<file path="src/hw/aux_cfg_pkg.sv">
`default_nettype none
package aux_cfg_pkg;
   // register byte offsets inside the upstream port configuration space
   localparam logic [7:0]  DEBUG_READOUT_OFS   = 8'hac;
   localparam logic [7:0]  CAP_HEADER_OFS      = 8'hb0;
   localparam logic [7:0]  SUBSYS_IDENT_OFS    = 8'hb4;
   localparam logic [7:0]  PIN_CONTROL_OFS     = 8'hb8;
   // debug readout
   localparam logic [4:0]  DEBUG_MODE_LINK     = 5'h0c;
   localparam int          LINK_STATE_W        = 11;
   localparam int          LINK_GAP_BIT        = 7;
   localparam logic [31:0] WORD_ZERO           = 32'h0000_0000;
   // subsystem identification capability header
   localparam logic [7:0]  SUBSYS_CAP_ID       = 8'h0d;
   localparam logic [7:0]  SUBSYS_NEXT_PTR     = 8'hc0;
   // neutral power-up identifiers, values are arbitrary
   localparam logic [15:0] VENDOR_CODE_DEFAULT = 16'h5a5a;
   localparam logic [15:0] DEVICE_CODE_DEFAULT = 16'ha5a5;
   // general pin control layout, one 4-bit group per pin
   localparam int          PIN_COUNT           = 8;
   localparam int          PM_PIN_COUNT        = 5;
   localparam int          PIN_GROUP_W         = 4;
   localparam int          PIN_IN_BIT          = 0;
   localparam int          PIN_DIR_BIT         = 1;
   localparam int          PIN_OUT_BIT         = 2;
   localparam logic        PIN_IN_RESET        = 1'b1;
   localparam logic        PIN_DIR_RESET       = 1'b0;
   localparam logic        PIN_OUT_RESET       = 1'b0;
endpackage : aux_cfg_pkg
`default_nettype wire

</file>
<file path="src/hw/general_pin_cell.sv">
`timescale 1ns/100ps
`default_nettype none
module general_pin_cell (
   input  wire logic mclk,
   input  wire logic reset,
   input  wire logic pin_in,
   input  wire logic wr_en,
   input  wire logic wr_dir,
   input  wire logic wr_out,
   input  wire logic pm_en,
   input  wire logic pm_value,
   output logic      in_level,
   output logic      dir,
   output logic      out_value,
   output logic      pin_out,
   output logic      pin_oe
);
   typedef struct packed {
      logic sync1;
      logic sync2;
      logic dir;
      logic outv;
      logic pin_out;
      logic pin_oe;
   } cell_state_t;

   cell_state_t s_q;
   cell_state_t s_d;

   // next state: two-flop synchroniser, control bits, pin drive
   always_comb begin
      s_d       = s_q;
      s_d.sync1 = pin_in;
      s_d.sync2 = s_q.sync1;
      if (wr_en) begin
         s_d.dir  = wr_dir;
         s_d.outv = wr_out;
      end
      // power control takes the pin over, register value is then ignored
      if (pm_en) begin
         s_d.pin_out = pm_value;
         s_d.pin_oe  = 1'b1;
      end else begin
         s_d.pin_out = s_q.outv;
         s_d.pin_oe  = s_q.dir;
      end
   end

   // sync reset, pin level reads high until the pin is sampled
   always_ff @(posedge mclk) begin
      if (reset) begin
         s_q <= '{sync1: aux_cfg_pkg::PIN_IN_RESET, sync2: aux_cfg_pkg::PIN_IN_RESET,
                  dir: aux_cfg_pkg::PIN_DIR_RESET, outv: aux_cfg_pkg::PIN_OUT_RESET,
                  pin_out: aux_cfg_pkg::PIN_OUT_RESET, pin_oe: 1'b0};
      end else begin
         s_q <= s_d;
      end
   end

   assign in_level  = s_q.sync2;
   assign dir       = s_q.dir;
   assign out_value = s_q.outv;
   assign pin_out   = s_q.pin_out;
   assign pin_oe    = s_q.pin_oe;
endmodule : general_pin_cell
`default_nettype wire

</file>
<file path="src/hw/switch_aux_config_registers.sv">
`timescale 1ns/100ps
`default_nettype none
module switch_aux_config_registers #(
   parameter int        PINS       = aux_cfg_pkg::PIN_COUNT,
   parameter int        PM_PINS    = aux_cfg_pkg::PM_PIN_COUNT,
   parameter logic [15:0] VENDOR_DEFAULT = aux_cfg_pkg::VENDOR_CODE_DEFAULT,
   parameter logic [15:0] DEVICE_DEFAULT = aux_cfg_pkg::DEVICE_CODE_DEFAULT
) (
   input  wire logic                                  mclk,
   input  wire logic                                  reset,
   // configuration access
   input  wire logic                                  cfg_rd,
   input  wire logic                                  cfg_wr,
   input  wire logic [7:0]                            cfg_addr,
   input  wire logic [3:0]                            cfg_be,
   input  wire logic [31:0]                           cfg_wdata,
   output logic      [31:0]                           cfg_rdata,
   output logic                                       cfg_rack,
   // debug selection held by the neighbouring control register
   input  wire logic [4:0]                            debug_mode_sel,
   input  wire logic [aux_cfg_pkg::LINK_STATE_W-1:0]  link_state,
   // identifier loader (serial management or autoload)
   input  wire logic                                  id_load,
   input  wire logic [15:0]                           id_load_vendor,
   input  wire logic [15:0]                           id_load_device,
   // downstream power management controls
   input  wire logic [PM_PINS-1:0]                    pm_cap_en,
   input  wire logic [PM_PINS-1:0]                    port_power,
   // board pins
   input  wire logic [PINS-1:0]                       pin_in,
   output logic      [PINS-1:0]                       pin_out,
   output logic      [PINS-1:0]                       pin_oe
);
   typedef struct packed {
      logic [31:0] debug;
      logic [15:0] vendor;
      logic [15:0] device;
      logic [31:0] rdata;
      logic        rack;
   } regs_state_t;

   regs_state_t s_q;
   regs_state_t s_d;

   logic [PINS-1:0] in_level;
   logic [PINS-1:0] dir;
   logic [PINS-1:0] out_value;
   logic [PINS-1:0] pin_wr;
   logic [31:0]     pin_word;
   logic [31:0]     link_word;
   logic            pin_wr_hit;

   assign pin_wr_hit = cfg_wr && (cfg_addr == aux_cfg_pkg::PIN_CONTROL_OFS);

   // one cell per pin, only the lower pins see power control
   for (genvar n = 0; n < PINS; n++) begin : g_pin
      logic pm_en_n;
      logic pm_val_n;
      if (n < PM_PINS) begin : g_pm
         assign pm_en_n  = pm_cap_en[n];
         assign pm_val_n = port_power[n];
      end else begin : g_nopm
         assign pm_en_n  = 1'b0;
         assign pm_val_n = 1'b0;
      end
      // two groups share a byte lane
      assign pin_wr[n] = pin_wr_hit && cfg_be[n/2];
      general_pin_cell u_cell (
         .mclk      (mclk),
         .reset     (reset),
         .pin_in    (pin_in[n]),
         .wr_en     (pin_wr[n]),
         .wr_dir    (cfg_wdata[n*aux_cfg_pkg::PIN_GROUP_W + aux_cfg_pkg::PIN_DIR_BIT]),
         .wr_out    (cfg_wdata[n*aux_cfg_pkg::PIN_GROUP_W + aux_cfg_pkg::PIN_OUT_BIT]),
         .pm_en     (pm_en_n),
         .pm_value  (pm_val_n),
         .in_level  (in_level[n]),
         .dir       (dir[n]),
         .out_value (out_value[n]),
         .pin_out   (pin_out[n]),
         .pin_oe    (pin_oe[n])
      );
   end

   // pin control word, spare bit of each group stays zero
   always_comb begin
      pin_word = aux_cfg_pkg::WORD_ZERO;
      for (int n = 0; n < PINS; n++) begin
         pin_word[n*aux_cfg_pkg::PIN_GROUP_W + aux_cfg_pkg::PIN_IN_BIT]  = in_level[n];
         pin_word[n*aux_cfg_pkg::PIN_GROUP_W + aux_cfg_pkg::PIN_DIR_BIT] = dir[n];
         pin_word[n*aux_cfg_pkg::PIN_GROUP_W + aux_cfg_pkg::PIN_OUT_BIT] = out_value[n];
      end
   end

   // training state as one-hot word, the unused position is masked off
   always_comb begin
      link_word = aux_cfg_pkg::WORD_ZERO;
      link_word[aux_cfg_pkg::LINK_STATE_W-1:0] = link_state;
      link_word[aux_cfg_pkg::LINK_GAP_BIT]     = 1'b0;
   end

   // next state: debug capture, identifier load, read answer
   always_comb begin
      s_d      = s_q;
      s_d.rack = cfg_rd;
      // other modes are outside this block and read as zero
      if (debug_mode_sel == aux_cfg_pkg::DEBUG_MODE_LINK) begin
         s_d.debug = link_word;
      end else begin
         s_d.debug = aux_cfg_pkg::WORD_ZERO;
      end
      // configuration writes never reach the identifiers
      if (id_load) begin
         s_d.vendor = id_load_vendor;
         s_d.device = id_load_device;
      end
      if (cfg_rd) begin
         unique case (cfg_addr)
            aux_cfg_pkg::DEBUG_READOUT_OFS: s_d.rdata = s_q.debug;
            aux_cfg_pkg::CAP_HEADER_OFS:
               s_d.rdata = {16'h0000, aux_cfg_pkg::SUBSYS_NEXT_PTR,
                            aux_cfg_pkg::SUBSYS_CAP_ID};
            aux_cfg_pkg::SUBSYS_IDENT_OFS:  s_d.rdata = {s_q.device, s_q.vendor};
            aux_cfg_pkg::PIN_CONTROL_OFS:   s_d.rdata = pin_word;
            default:                        s_d.rdata = aux_cfg_pkg::WORD_ZERO;
         endcase
      end
   end

   // sync reset, readout word clears to zero
   always_ff @(posedge mclk) begin
      if (reset) begin
         s_q <= '{debug: aux_cfg_pkg::WORD_ZERO, vendor: VENDOR_DEFAULT,
                  device: DEVICE_DEFAULT, rdata: aux_cfg_pkg::WORD_ZERO, rack: 1'b0};
      end else begin
         s_q <= s_d;
      end
   end

   assign cfg_rdata = s_q.rdata;
   assign cfg_rack  = s_q.rack;
endmodule : switch_aux_config_registers
`default_nettype wire

</file>
<file path="config.mk">
export PLATFORM = sky130hd
export DESIGN_NAME = switch_aux_config_registers
export DESIGN_NICKNAME = d
export VERILOG_FILES = /design/src/hw/aux_cfg_pkg.sv /design/src/hw/general_pin_cell.sv /design/src/hw/switch_aux_config_registers.sv
export SDC_FILE = /design/constraint.sdc
export NUM_CORES = 1
export LEC_CHECK = 0
export ABC_AREA = 1
export BUFFER_PORTS_ARGS = -buffer_cell sky130_fd_sc_hd__buf_2
export CORE_MARGIN = 2
export CORE_UTILIZATION = 33
export DETAILED_ROUTE_END_ITERATION = 7
export GPL_TIMING_DRIVEN = 0
export PLACE_DENSITY_LB_ADDON = 0.15
export SYNTH_ARGS = -nofsm -noshare
export SYNTH_HDL_FRONTEND = slang
export SYNTH_HIERARCHICAL = 1
export SYNTH_SLANG_ARGS = --single-unit
export TNS_END_PERCENT = 20
</file>
<file path="constraint.sdc">
create_clock -name mclk -period 1.42 [get_ports mclk]
set_clock_uncertainty 0.05 [all_clocks]
set_input_delay 0.071 -clock mclk [delete_from_list [all_inputs] [get_ports mclk]]
set_output_delay 0.071 -clock mclk [all_outputs]
set_load 0.005 [all_outputs]
</file>
After elaboration in Yosys (flattened, before gate mapping):

Cells that the tools add are included.

* register bits after elaboration: 145
* bits of input ports: 115
* word-level logic and storage cells: 72

* equal/unequal tests: 5
* muxes and demuxes: 6
* bitwise gates (word level): 1
* reduce and logical (&&, ||, !) cells: 6

Operator list (number)
* case mux 32 bit (4 select lines): 1
* equality test 8 bit, second input constant: 4
* two-way mux 2 bit: 5
* equality test 5 x 4 -> 1 bit, second input constant: 1
* logical AND 1 bit: 5
* OR reduction 2 bit: 1
* inverter 1 bit: 1

Logic depth before layout (Yosys ltp):

Gate-level depths: netlist (run 1).

* depth in word-level cells: 3
* mapped depth: 9
* gate-level depth less buffers: 8

Modules after synthesis:

The synthesis (run 1) kept the hierarchy.

By module, submodules not included
* switch_aux_config_registers: instances 1, sequential area each 1501.4 um^2, cells each 472, area an instance 3377.0 um^2
* general_pin_cell: instances 8, sequential area each 120.1 um^2, cells each 26, area an instance 200.2 um^2

Least setup slack after synthesis (run 1):

No wires, ideal clock.

* path kind: input port to flip-flop
* from: input cfg_addr[0]
* to: register g_pin[0].u_cell.s_q (netlist bit g_pin[0].u_cell/out_value)
* setup slack: 0.077 ns
* stages: 9
* setup time: 0.113 ns
* required time: 1.257 ns
* arrival time: 1.180 ns
* cell sequence: inv_1 -> nand2_2 -> nor2_1 -> buf_2 -> nand3_1 -> nor2_1 -> nand2_1 -> nand2_1 -> nor2_1

* cells in the longest elaborated chain, start to end: 3

Ends and longest elaborated chain
* start: declaration: RTL line switch_aux_config_registers.sv:14 `input wire logic [7:0] cfg_addr,`
* equality test 8 bit: RTL line switch_aux_config_registers.sv:53 `assign pin_wr_hit = cfg_wr && (cfg_addr == aux_cfg_pkg::PIN_CONTROL_OFS);`
* logical AND 1 bit: RTL line switch_aux_config_registers.sv:53
* logical AND 1 bit: RTL line switch_aux_config_registers.sv:67 `assign pin_wr[n] = pin_wr_hit && cfg_be[n/2];`
* net pin_wr[0]: RTL line switch_aux_config_registers.sv:48 `logic [PINS-1:0] pin_wr;`
* end signal: assignment: RTL line general_pin_cell.sv:52 `s_q <= '{sync1: aux_cfg_pkg::PIN_IN_RESET, sync2: aux_cfg_pkg::PIN_IN_RESET,`
* end: declaration: RTL line general_pin_cell.sv:27 `cell_state_t s_q;`

The timed path passes the listed nets, and every way through them passes these cells.
A chain may end at the register's enable or synchronous reset.

Worst setup path in the final report (run 1):

* from: input reset
* to: register s_q[58] (netlist bit)

RTL lines
* start: declaration: RTL line switch_aux_config_registers.sv:10 `input wire logic reset,`
* end signal: assignment: RTL line switch_aux_config_registers.sv:133 `s_q <= '{debug: aux_cfg_pkg::WORD_ZERO, vendor: VENDOR_DEFAULT,`
* end: declaration: RTL line switch_aux_config_registers.sv:42 `regs_state_t s_q;`

No word-level cell between the ends.

==> results of run 1 <==
## cell usage in the layout (no fill, tap or decap), types with 2 or more instances in the layout
cell type,instances
conb_1,12
clkbuf_16,17
nand3_1,56
nand2_1,186
clkbuf_8,4
nor2_1,111
o21ai_0,25
clkinv_2,4
a21oi_1,21
dlygate4sd3_1,80
nor2_2,3
buf_2,151
nor2_4,6
and2_4,2
buf_4,34
a21oi_2,10
clkbuf_4,2
clkbuf_1,17
bufinv_16,2
inv_1,53
nand2_2,3
or2_1,16
dfxtp_1,123
## cell usage after synthesis, drive strengths merged, types with 3 or more instances
master  number
nor2       120
inv         54
and2         3
o21ai       25
dfxtp      123
nand3       57
clkbuf      14
or2         16
buf         43
nand2      189
a21oi       31
## worst reg2reg max path: stages, from the launching register on
cell and delay [ns]:
dfxtp_1 0.34, nor2_1 0.11, nor2_1 0.05, dlygate4sd3_1 0.54
## logic make-up after synthesis
kind of cell / Yosys count / synth area share (%)
flops: 123 / 49.5
compound gates: 57 / 6.51
other cells: 1 / 0.0753
simple gates: 387 / 32.3
buf+inv: 112 / 11.6
## cell type report
type / instances / area share (%)
timing repair buffer: 226 / 20.7
clock inverter: 7 / 1.18
clock buffer: 25 / 6.68
buffer: 57 / 5.01
antenna: 1 / 0.0338
tap: 184 / 3.11
multi-input combinational: 456 / 27.3
sequential: 123 / 33.2
inverter: 55 / 2.79
## registers in the layout, indices dropped and copies added (netlist names)
signal                  flops
g_pin.u_cell/pin_out        8
g_pin.u_cell/dir            8
s_q                        42
cfg_rack                    1
g_pin.u_cell/out_value      8
g_pin.u_cell/pin_oe         8
g_pin.u_cell/in_level       8
cfg_rdata                  32
g_pin.u_cell/s_d            8
## how the worst max path moves through the flow
stage / endpoint / slack [ns] / cells past startpoint
floorplan: g_pin[0].u_cell/out_value / 0.08 / 9
global placement: g_pin[6].u_cell/out_value / -0.59 / 10
detailed placement: g_pin[7].u_cell/dir / -0.58 / 10
CTS: g_pin[3].u_cell/dir / 0.07 / 10
global route: s_q[58] / 0.002 / 6
finish: s_q[58] / 0.15 / 6
## per-stage QoR
stage	cells	cell area, um2	utilization [%]
floorplan	691	5020	-
global placement	1021	5980	40.8
detailed placement	1021	5980	40.8
CTS	1133	7390	50.5
global route	1133	7410	50.6
finish	1134	7410	50.6
## report_power, final
| part | switching [W] | leakage [nW] | total, W | internal (W) |
|---|---|---|---|---|
| clock network | 0.00148 | 0.287 | 0.00424 | 0.00276 |
| logic | 0.000344 | 2.32 | 0.000727 | 0.000383 |
| registers | 0.0000497 | 1.01 | 0.00363 | 0.00358 |
## routing by layer
| metal | global-route usage, % | wire length [um] |
|---|---|---|
| met5 | 0 | 0 |
| met4 | 7.37 | 162 |
| met3 | 4.47 | 518 |
| met2 | 28.5 | 6390 |
| met1 | 23.1 | 6820 |
## timing repair
action,CTS,global route
pin swaps,0,0
hold buffers,80,0
endpoints found under the hold margin,76,0
gates resized for setup,7,4
endpoints found under the setup margin,16,18
==> impl_metrics.yaml, run 1 <==
timing:
  slew_headroom_pct: 64.5
  fmax_mhz: 785
  fin_tns_setup_ns: 0
  worst_slack_ns: 0.147
  hold_viol_final: 0
  drv_slew: 0
  fin_crit_sh_pct: 89.7
  min_period_ns: 1.27
  rsz0062_at_grt: "no"
  fin_hold_ws_ns: 0.0225
  setup_violations: 0
  worst_pin_slew_ns: 0.532
floorplanning:
  num_io_pins: 164
  start_util_pct: 34.0
  die_w_um: 127
  die_h_um: 127
  placement_rows: 44
  fp.dieArea_um2: 16100
  core_area_um2: 14600
route:
  viasPerCell: 4.22
  wl_um: 13900
  drtIter0Drc: 171
  wl_per_cell_um: 12.3
  drc: 0
  first_pass_iters: 6
  ant_nets: 0
  vias: 4785
power_and_ir_drop:
  p_per_area_nw_per_um2: 1160
  total_leakage_power_nw: 3.62
  total_power_w: 0.00859
  ir_drop_mv: 0.771
cts:
  clockRootBuffer: "clkbuf_16"
  cts.sinks: 123
  cts.clk_slew.worst_paths_ns: 0.05
  clk_path_buf_depth: 2
  cts_tree: "built"
  htreeDepth: 4
  cts_setup_buffers: 0
  cts_made_buffers: 17
  clk_latency_ns: 0.41
yosys:
  asyncSetResetFlopFracSynth_pct: 0
  synthesis.area_um2: 4980
  yosys-top-cells-area: "dfxtp_1, nand2_1, nor2_1"
  synth_top_area_share_pct: 49.5
  synth_edf_count: 0
  synth.largest_area_cell: "dfxtp_1"
  ys_seq_area_share_pct: 49.5
  yosysUniqueCellTypes: 27
  syn_avg_cell_area_um2: 7.32
  yosys_warnings: 6
  syn_inst: 680
  synth-seq-cells: 123
  synthFlopType: "dfxtp_1"
final_layout:
  drive_gt1_share_pct: 25.6
  seqCellArea_um2: 2460
  area_growth_syn_to_layout_pct: 48.9
  multiInputGateArea_um2: 2020
  nets: 1051
  fillers: 1461
grt:
  grt.overflow.total: 0
  antenna_found_initial: 0
  grt_usage_pct: 17.8
  grt_max_degree: 34
  grt_pass1_vias: 4557
  grt_pass1_wl_um: 22300
setup_path:
  path_cells: "clkbuf_4, buf_2, inv_1, buf_2, clkbuf_1, nand3_1"
  cpPeakStageDelay_ns: 0.41
  cp_data_required_time_ns: 1.64
  crit_type: "input pin to flop"
  regToRegStartpoint: "g_pin[2].u_cell/out_value"
  cp_slowest_cell: "clkbuf_1"
  cp-start-kind: "input pin"
  cpMostUsedCell: "buf_2"
  r2r_end: "g_pin[2].u_cell/pin_out"
  end_kind: "flop"
  critPathBufInv: 5
  arrival_ns: 1.49
  r2r_cells: 3
  cpLargestDelayFamily: "buffers and inverters"
  r2r_slack_ns: 0.22
  crit_fanout: 33
  cp-startpoint: "reset"
run:
  drv_cap: 0
place:
  port_buffers: 146
  place_ws_ns: -0.577
  place.gp.congestion: 0.822
  dp_hpwl_um: 9740
run_status:
  outcome: "finished, final reports clean"
worst_hold_path:
  worstHoldPathCells: 5
  min_to: "g_pin[6].u_cell/out_value"
  hp-start: "cfg_be[3]"
  hp-class: "input pin to flop"
No activity file was read; power rests on OpenSTA's default activity.
==> run 2, diff against run 1 <==
CORE_UTILIZATION = 45   (was 33)
==> impl_metrics.yaml, run 2 (same netlist as run 1, synthesis figures left out) <==
route:
  wl_per_cell_um: 13.1
  wl_um: 14400
  drtIter0Drc: 311
  drc: 0
  first_pass_iters: 5
  viasPerCell: 4.63
  vias: 5099
  ant_nets: 0
timing:
  setup_violations: 0
  slew_headroom_pct: 62.3
  fin_crit_sh_pct: 98.7
  hold_viol_final: 0
  rsz0062_at_grt: "yes"
  worst_pin_slew_ns: 0.565
  min_period_ns: 1.40
  fin_hold_ws_ns: 0.0300
  drv_slew: 0
  fmax_mhz: 714
place:
  dp_hpwl_um: 9120
  place.gp.congestion: 0.844
  dp.cells: 977
  port_buffers: 146
worst_hold_path:
  hp-class: "input pin to flop"
  hp-start: "debug_mode_sel[4]"
setup_path:
  r2r_slack_ns: 0.17
  r2r_cells: 3
  cp-start-kind: "input pin"
  r2r_end: "g_pin[3].u_cell/pin_out"
  arrival_ns: 1.76
  regToRegStartpoint: "g_pin[3].u_cell/out_value"
  cp-startpoint: "cfg_addr[0]"
  end_kind: "flop"
  cp-endpoint: "g_pin[3].u_cell/dir"
  cp_data_required_time_ns: 1.78
  crit_type: "input pin to flop"
  crit_fanout: 10
cts:
  htreeDepth: 4
  cts.clk_slew.worst_paths_ns: 0.06
  cts_tree: "built"
  cts_setup_buffers: 0
  cts_made_buffers: 17
  clockRootBuffer: "clkbuf_8"
  clk_path_buf_depth: 2
  clk_latency_ns: 0.52
  cts.sinks: 123
final_layout:
  finalNonFillerCells: 1102
  largest_reg_flops: 42
  nets: 1065
  diodes: 0
  drive_gt1_share_pct: 24.6
  most-common-layout-cells: "nand2_1, buf_2, dfxtp_1"
  area_growth_syn_to_layout_pct: 49.7
  top_register: "s_q"
  final_common_cell: "nand2_1"
floorplanning:
  num_io_pins: 164
  core_area_um2: 10800
  placement_rows: 38
  fp.dieArea_um2: 11900
  die_h_um: 109
  start_util_pct: 45.9
  die_w_um: 109
power_and_ir_drop:
  total_power_w: 0.00873
  total_leakage_power_nw: 3.69
  p_per_area_nw_per_um2: 1170
  ir_drop_mv: 0.752
grt:
  grt_use_met2_pct: 41.3
  grt_usage_pct: 25.2
  grt_pass1_vias: 4851
  use_met1_pct: 31.7
  grt.overflow.total: 0
  grt_pass1_wl_um: 22700
  grt.busiest_layer: "met2"
  use_met3_pct: 6.81
  grt_max_degree: 31
  antenna_found_initial: 0
run_status:
  outcome: "finished, final reports clean"
run:
  drv_cap: 0
-- run 2: cell types whose count changed in the layout (fill, tap and decap cells not counted), sizes merged --
cell         previous run  this run
clkinvlp                1         0
buf                   188       189
dlygate4sd3            80        94
clkbuf                 40        36
diode                   1         0
clkinv                  5         6
bufinv                  2         4
-- run 2: per-layer routing --
layer	wire length (um)	vias to the layer above
li1	-	2593
met1	6400	2309
met2	6770	178
met3	986	19
met4	224	0
met5	0	-
-- run 2: what timing repair did --
action | CTS | global route
hold buffers | 94 | 0
hold endpoints to repair | 91 | 0
resized for setup | 0 | 0
setup endpoints to repair | 0 | 16
-- run 2: power by group --
part	internal (W)	switching, W
logic	0.000407	0.000358
registers	0.00358	0.0000571
clock network	0.00287	0.00146
total	0.00685	0.00188
-- run 2: worst min path at each step --
stage                                        end  depth (start not counted)
after floorplan           g_pin[0].u_cell/pin_oe                          1
after global placement    g_pin[5].u_cell/s_d[4]                          2
after detailed placement  g_pin[0].u_cell/s_d[4]                          2
after CTS                                s_q[66]                          4
after global routing               cfg_rdata[15]                          4
final                                    s_q[66]                          4
-- run 2: layout make-up --
| cell class | count | area [um2] |
|---|---|---|
| Fill cell | 919 | 3390 |
| Tap cell | 140 | 175 |
| Multi-Input combinational cell | 456 | 1980 |
| Clock buffer | 22 | 443 |
| Buffer | 57 | 372 |
| Timing Repair Buffer | 240 | 1670 |
| Sequential cell | 123 | 2460 |
| Clock inverter | 9 | 145 |
| Inverter | 55 | 206 |
-- run 2: stage by stage --
step	area [um2]	setup WS [ns]	TNS [ns]	utilization [%]
global placement	5930	-0.442	-14.26	54.7
finish	7450	0.0191	0	68.8
detailed placement	5930	-0.448	-15.69	54.7
floorplan	5020	0.0768	0	-
CTS	7450	0.0857	0	68.8
global route	7450	-0.138	-1.68	68.8
-- run 2: critical path, cell delays in order --
cell and delay [ns]:
buf_2 0.09, inv_1 0.05, nand2_2 0.10, nor2_1 0.19
buf_2 0.25, nand3_1 0.26, nor2_1 0.49, nand2_1 0.13
nand2_1 0.08, nor2_1 0.04
==> run 3, diff against run 2 <==
CAP_MARGIN = 25   (was unset)
CORE_MARGIN = 5   (was 2)
RECOVER_POWER = 100   (was unset)
==> impl_metrics.yaml, run 3 (same netlist as run 1, synthesis figures left out) <==
cts:
  cts_setup_buffers: 0
  cts.clk_slew.worst_paths_ns: 0.06
  cts_made_buffers: 17
  cts.sinks: 123
  clk_latency_ns: 0.52
  clockRootBuffer: "clkbuf_8"
  clk_path_buf_depth: 2
  htreeDepth: 4
  cts_tree: "built"
grt:
  grt_pass1_wl_um: 23400
  grt_usage_pct: 22.5
  grt.overflow.total: 0
  antenna_found_initial: 0
  grt_max_degree: 32
  grt_pass1_vias: 5062
setup_path:
  end_kind: "flop"
  cp-start-kind: "input pin"
  cp_data_required_time_ns: 1.78
  arrival_ns: 1.76
  crit_fanout: 10
  crit_type: "input pin to flop"
timing:
  slew_headroom_pct: 64.8
  min_period_ns: 1.40
  hold_viol_final: 0
  worst_slack_ns: 0.0199
  worst_pin_slew_ns: 0.529
  drv_slew: 0
  fmax_mhz: 714
  fin_crit_sh_pct: 98.6
  rsz0062_at_grt: "yes"
  setup_violations: 0
floorplanning:
  fp.dieArea_um2: 13300
  die_h_um: 115
  core_area_um2: 10800
  placement_rows: 38
  start_util_pct: 45.9
  num_io_pins: 164
  die_w_um: 115
place:
  dp_hpwl_um: 9590
  place_ws_ns: -0.464
  dp.cells: 977
  port_buffers: 146
  place.gp.congestion: 0.895
final_layout:
  area_growth_syn_to_layout_pct: 48.1
  most-common-layout-cells: "nand2_1, buf_2, dfxtp_1"
  nets: 1064
  top_register: "s_q"
  final_common_cell: "nand2_1"
  largest_reg_flops: 42
  drive_gt1_share_pct: 22.7
  diodes: 0
  finalNonFillerCells: 1101
worst_hold_path:
  hp-class: "input pin to flop"
route:
  ant_nets: 0
  viasPerCell: 4.59
  wl_um: 14700
  drc: 0
  first_pass_iters: 5
  drtIter0Drc: 318
  wl_per_cell_um: 13.3
  vias: 5054
power_and_ir_drop:
  combPwrFrac_pct: 9.1
  p_per_area_nw_per_um2: 1130
  clock_power_share_pct: 47.2
  sequentialPowerShare_pct: 43.7
  ir_drop_mv: 0.840
  p_switching_w: 0.00186
  total_leakage_power_nw: 3.57
  swShare_pct: 22.4
  p_int_w: 0.00646
run:
  drv_cap: 0
run_status:
  outcome: "finished, final reports clean"
[run 3: per-stage QoR]
step	hold WS (ns)	setup TNS, ns	cell area, um2	utilization [%]	total power (W)
5_1_grt	0.0190	-0.463	7370	68.0	0.00863
6_report	0.00802	0	7370	68.0	0.00832
3_3_place_gp	0.199	-13.45	5930	54.7	0.00424
4_1_cts	0.00473	0	7400	68.3	0.00837
3_5_place_dp	0.203	-16.54	5930	54.7	0.00425
2_1_floorplan	0.0934	0	5020	-	0.00397
[run 3: path summary, 6_finish.rpt]
| check | startpoint | to | slack, ns | depth (start not counted) |
|---|---|---|---|---|
| hold reg to reg | g_pin[4].u_cell/s_d[4] | g_pin[4].u_cell/in_level | 0.35 | 1 |
| setup reg to reg | g_pin[2].u_cell/dir | g_pin[2].u_cell/pin_oe | 0.18 | 3 |
| setup / recovery | cfg_addr[0] | g_pin[7].u_cell/out_value | 0.02 | 10 |
| hold / removal | reset | g_pin[3].u_cell/pin_oe | 0.008 | 2 |
[run 3: per-layer routing]
layer  share of wire, %  global-route usage, %  vias to the layer above
met1                 43                   27.2                     2250
li1                   -                      -                     2602
met5                  0                      0                        -
met2                 48                   37.8                      178
met3                6.6                   6.11                       24
met4                2.0                   9.00                        0
[run 3: power groups by stage]
stage	sequential, W	combinational (W)	clock (W)
finish	0.00364	0.000754	0.00393
global route	0.00365	0.000840	0.00414
CTS	0.00363	0.000749	0.00399
detailed placement	0.00370	0.000549	0
global placement	0.00370	0.000537	0
floorplan	0.00369	0.000285	0
[run 3: cell type report]
class	count	area, um2
Multi-Input combinational cell	456	1980
Fill cell	941	3470
Inverter	55	206
Timing Repair Buffer	239	1640
Buffer	57	369
Clock inverter	7	65.1
Tap cell	140	175
Sequential cell	123	2460
Clock buffer	24	480
[run 3: critical path, stage by stage]
cell     delay (ns)
buf_2          0.09
inv_1          0.05
nand2_2        0.10
nor2_1         0.18
buf_2          0.25
nand3_1        0.28
nor2_1         0.49
nand2_1        0.11
nand2_1        0.08
nor2_1         0.04
[run 3: repair_timing]
| item | in CTS | in global routing |
|---|---|---|
| endpoints found under the hold margin | 87 | 0 |
| setup endpoints to repair | 0 | 16 |
| hold buffers | 93 | 0 |
| gates resized for setup | 0 | 2 |
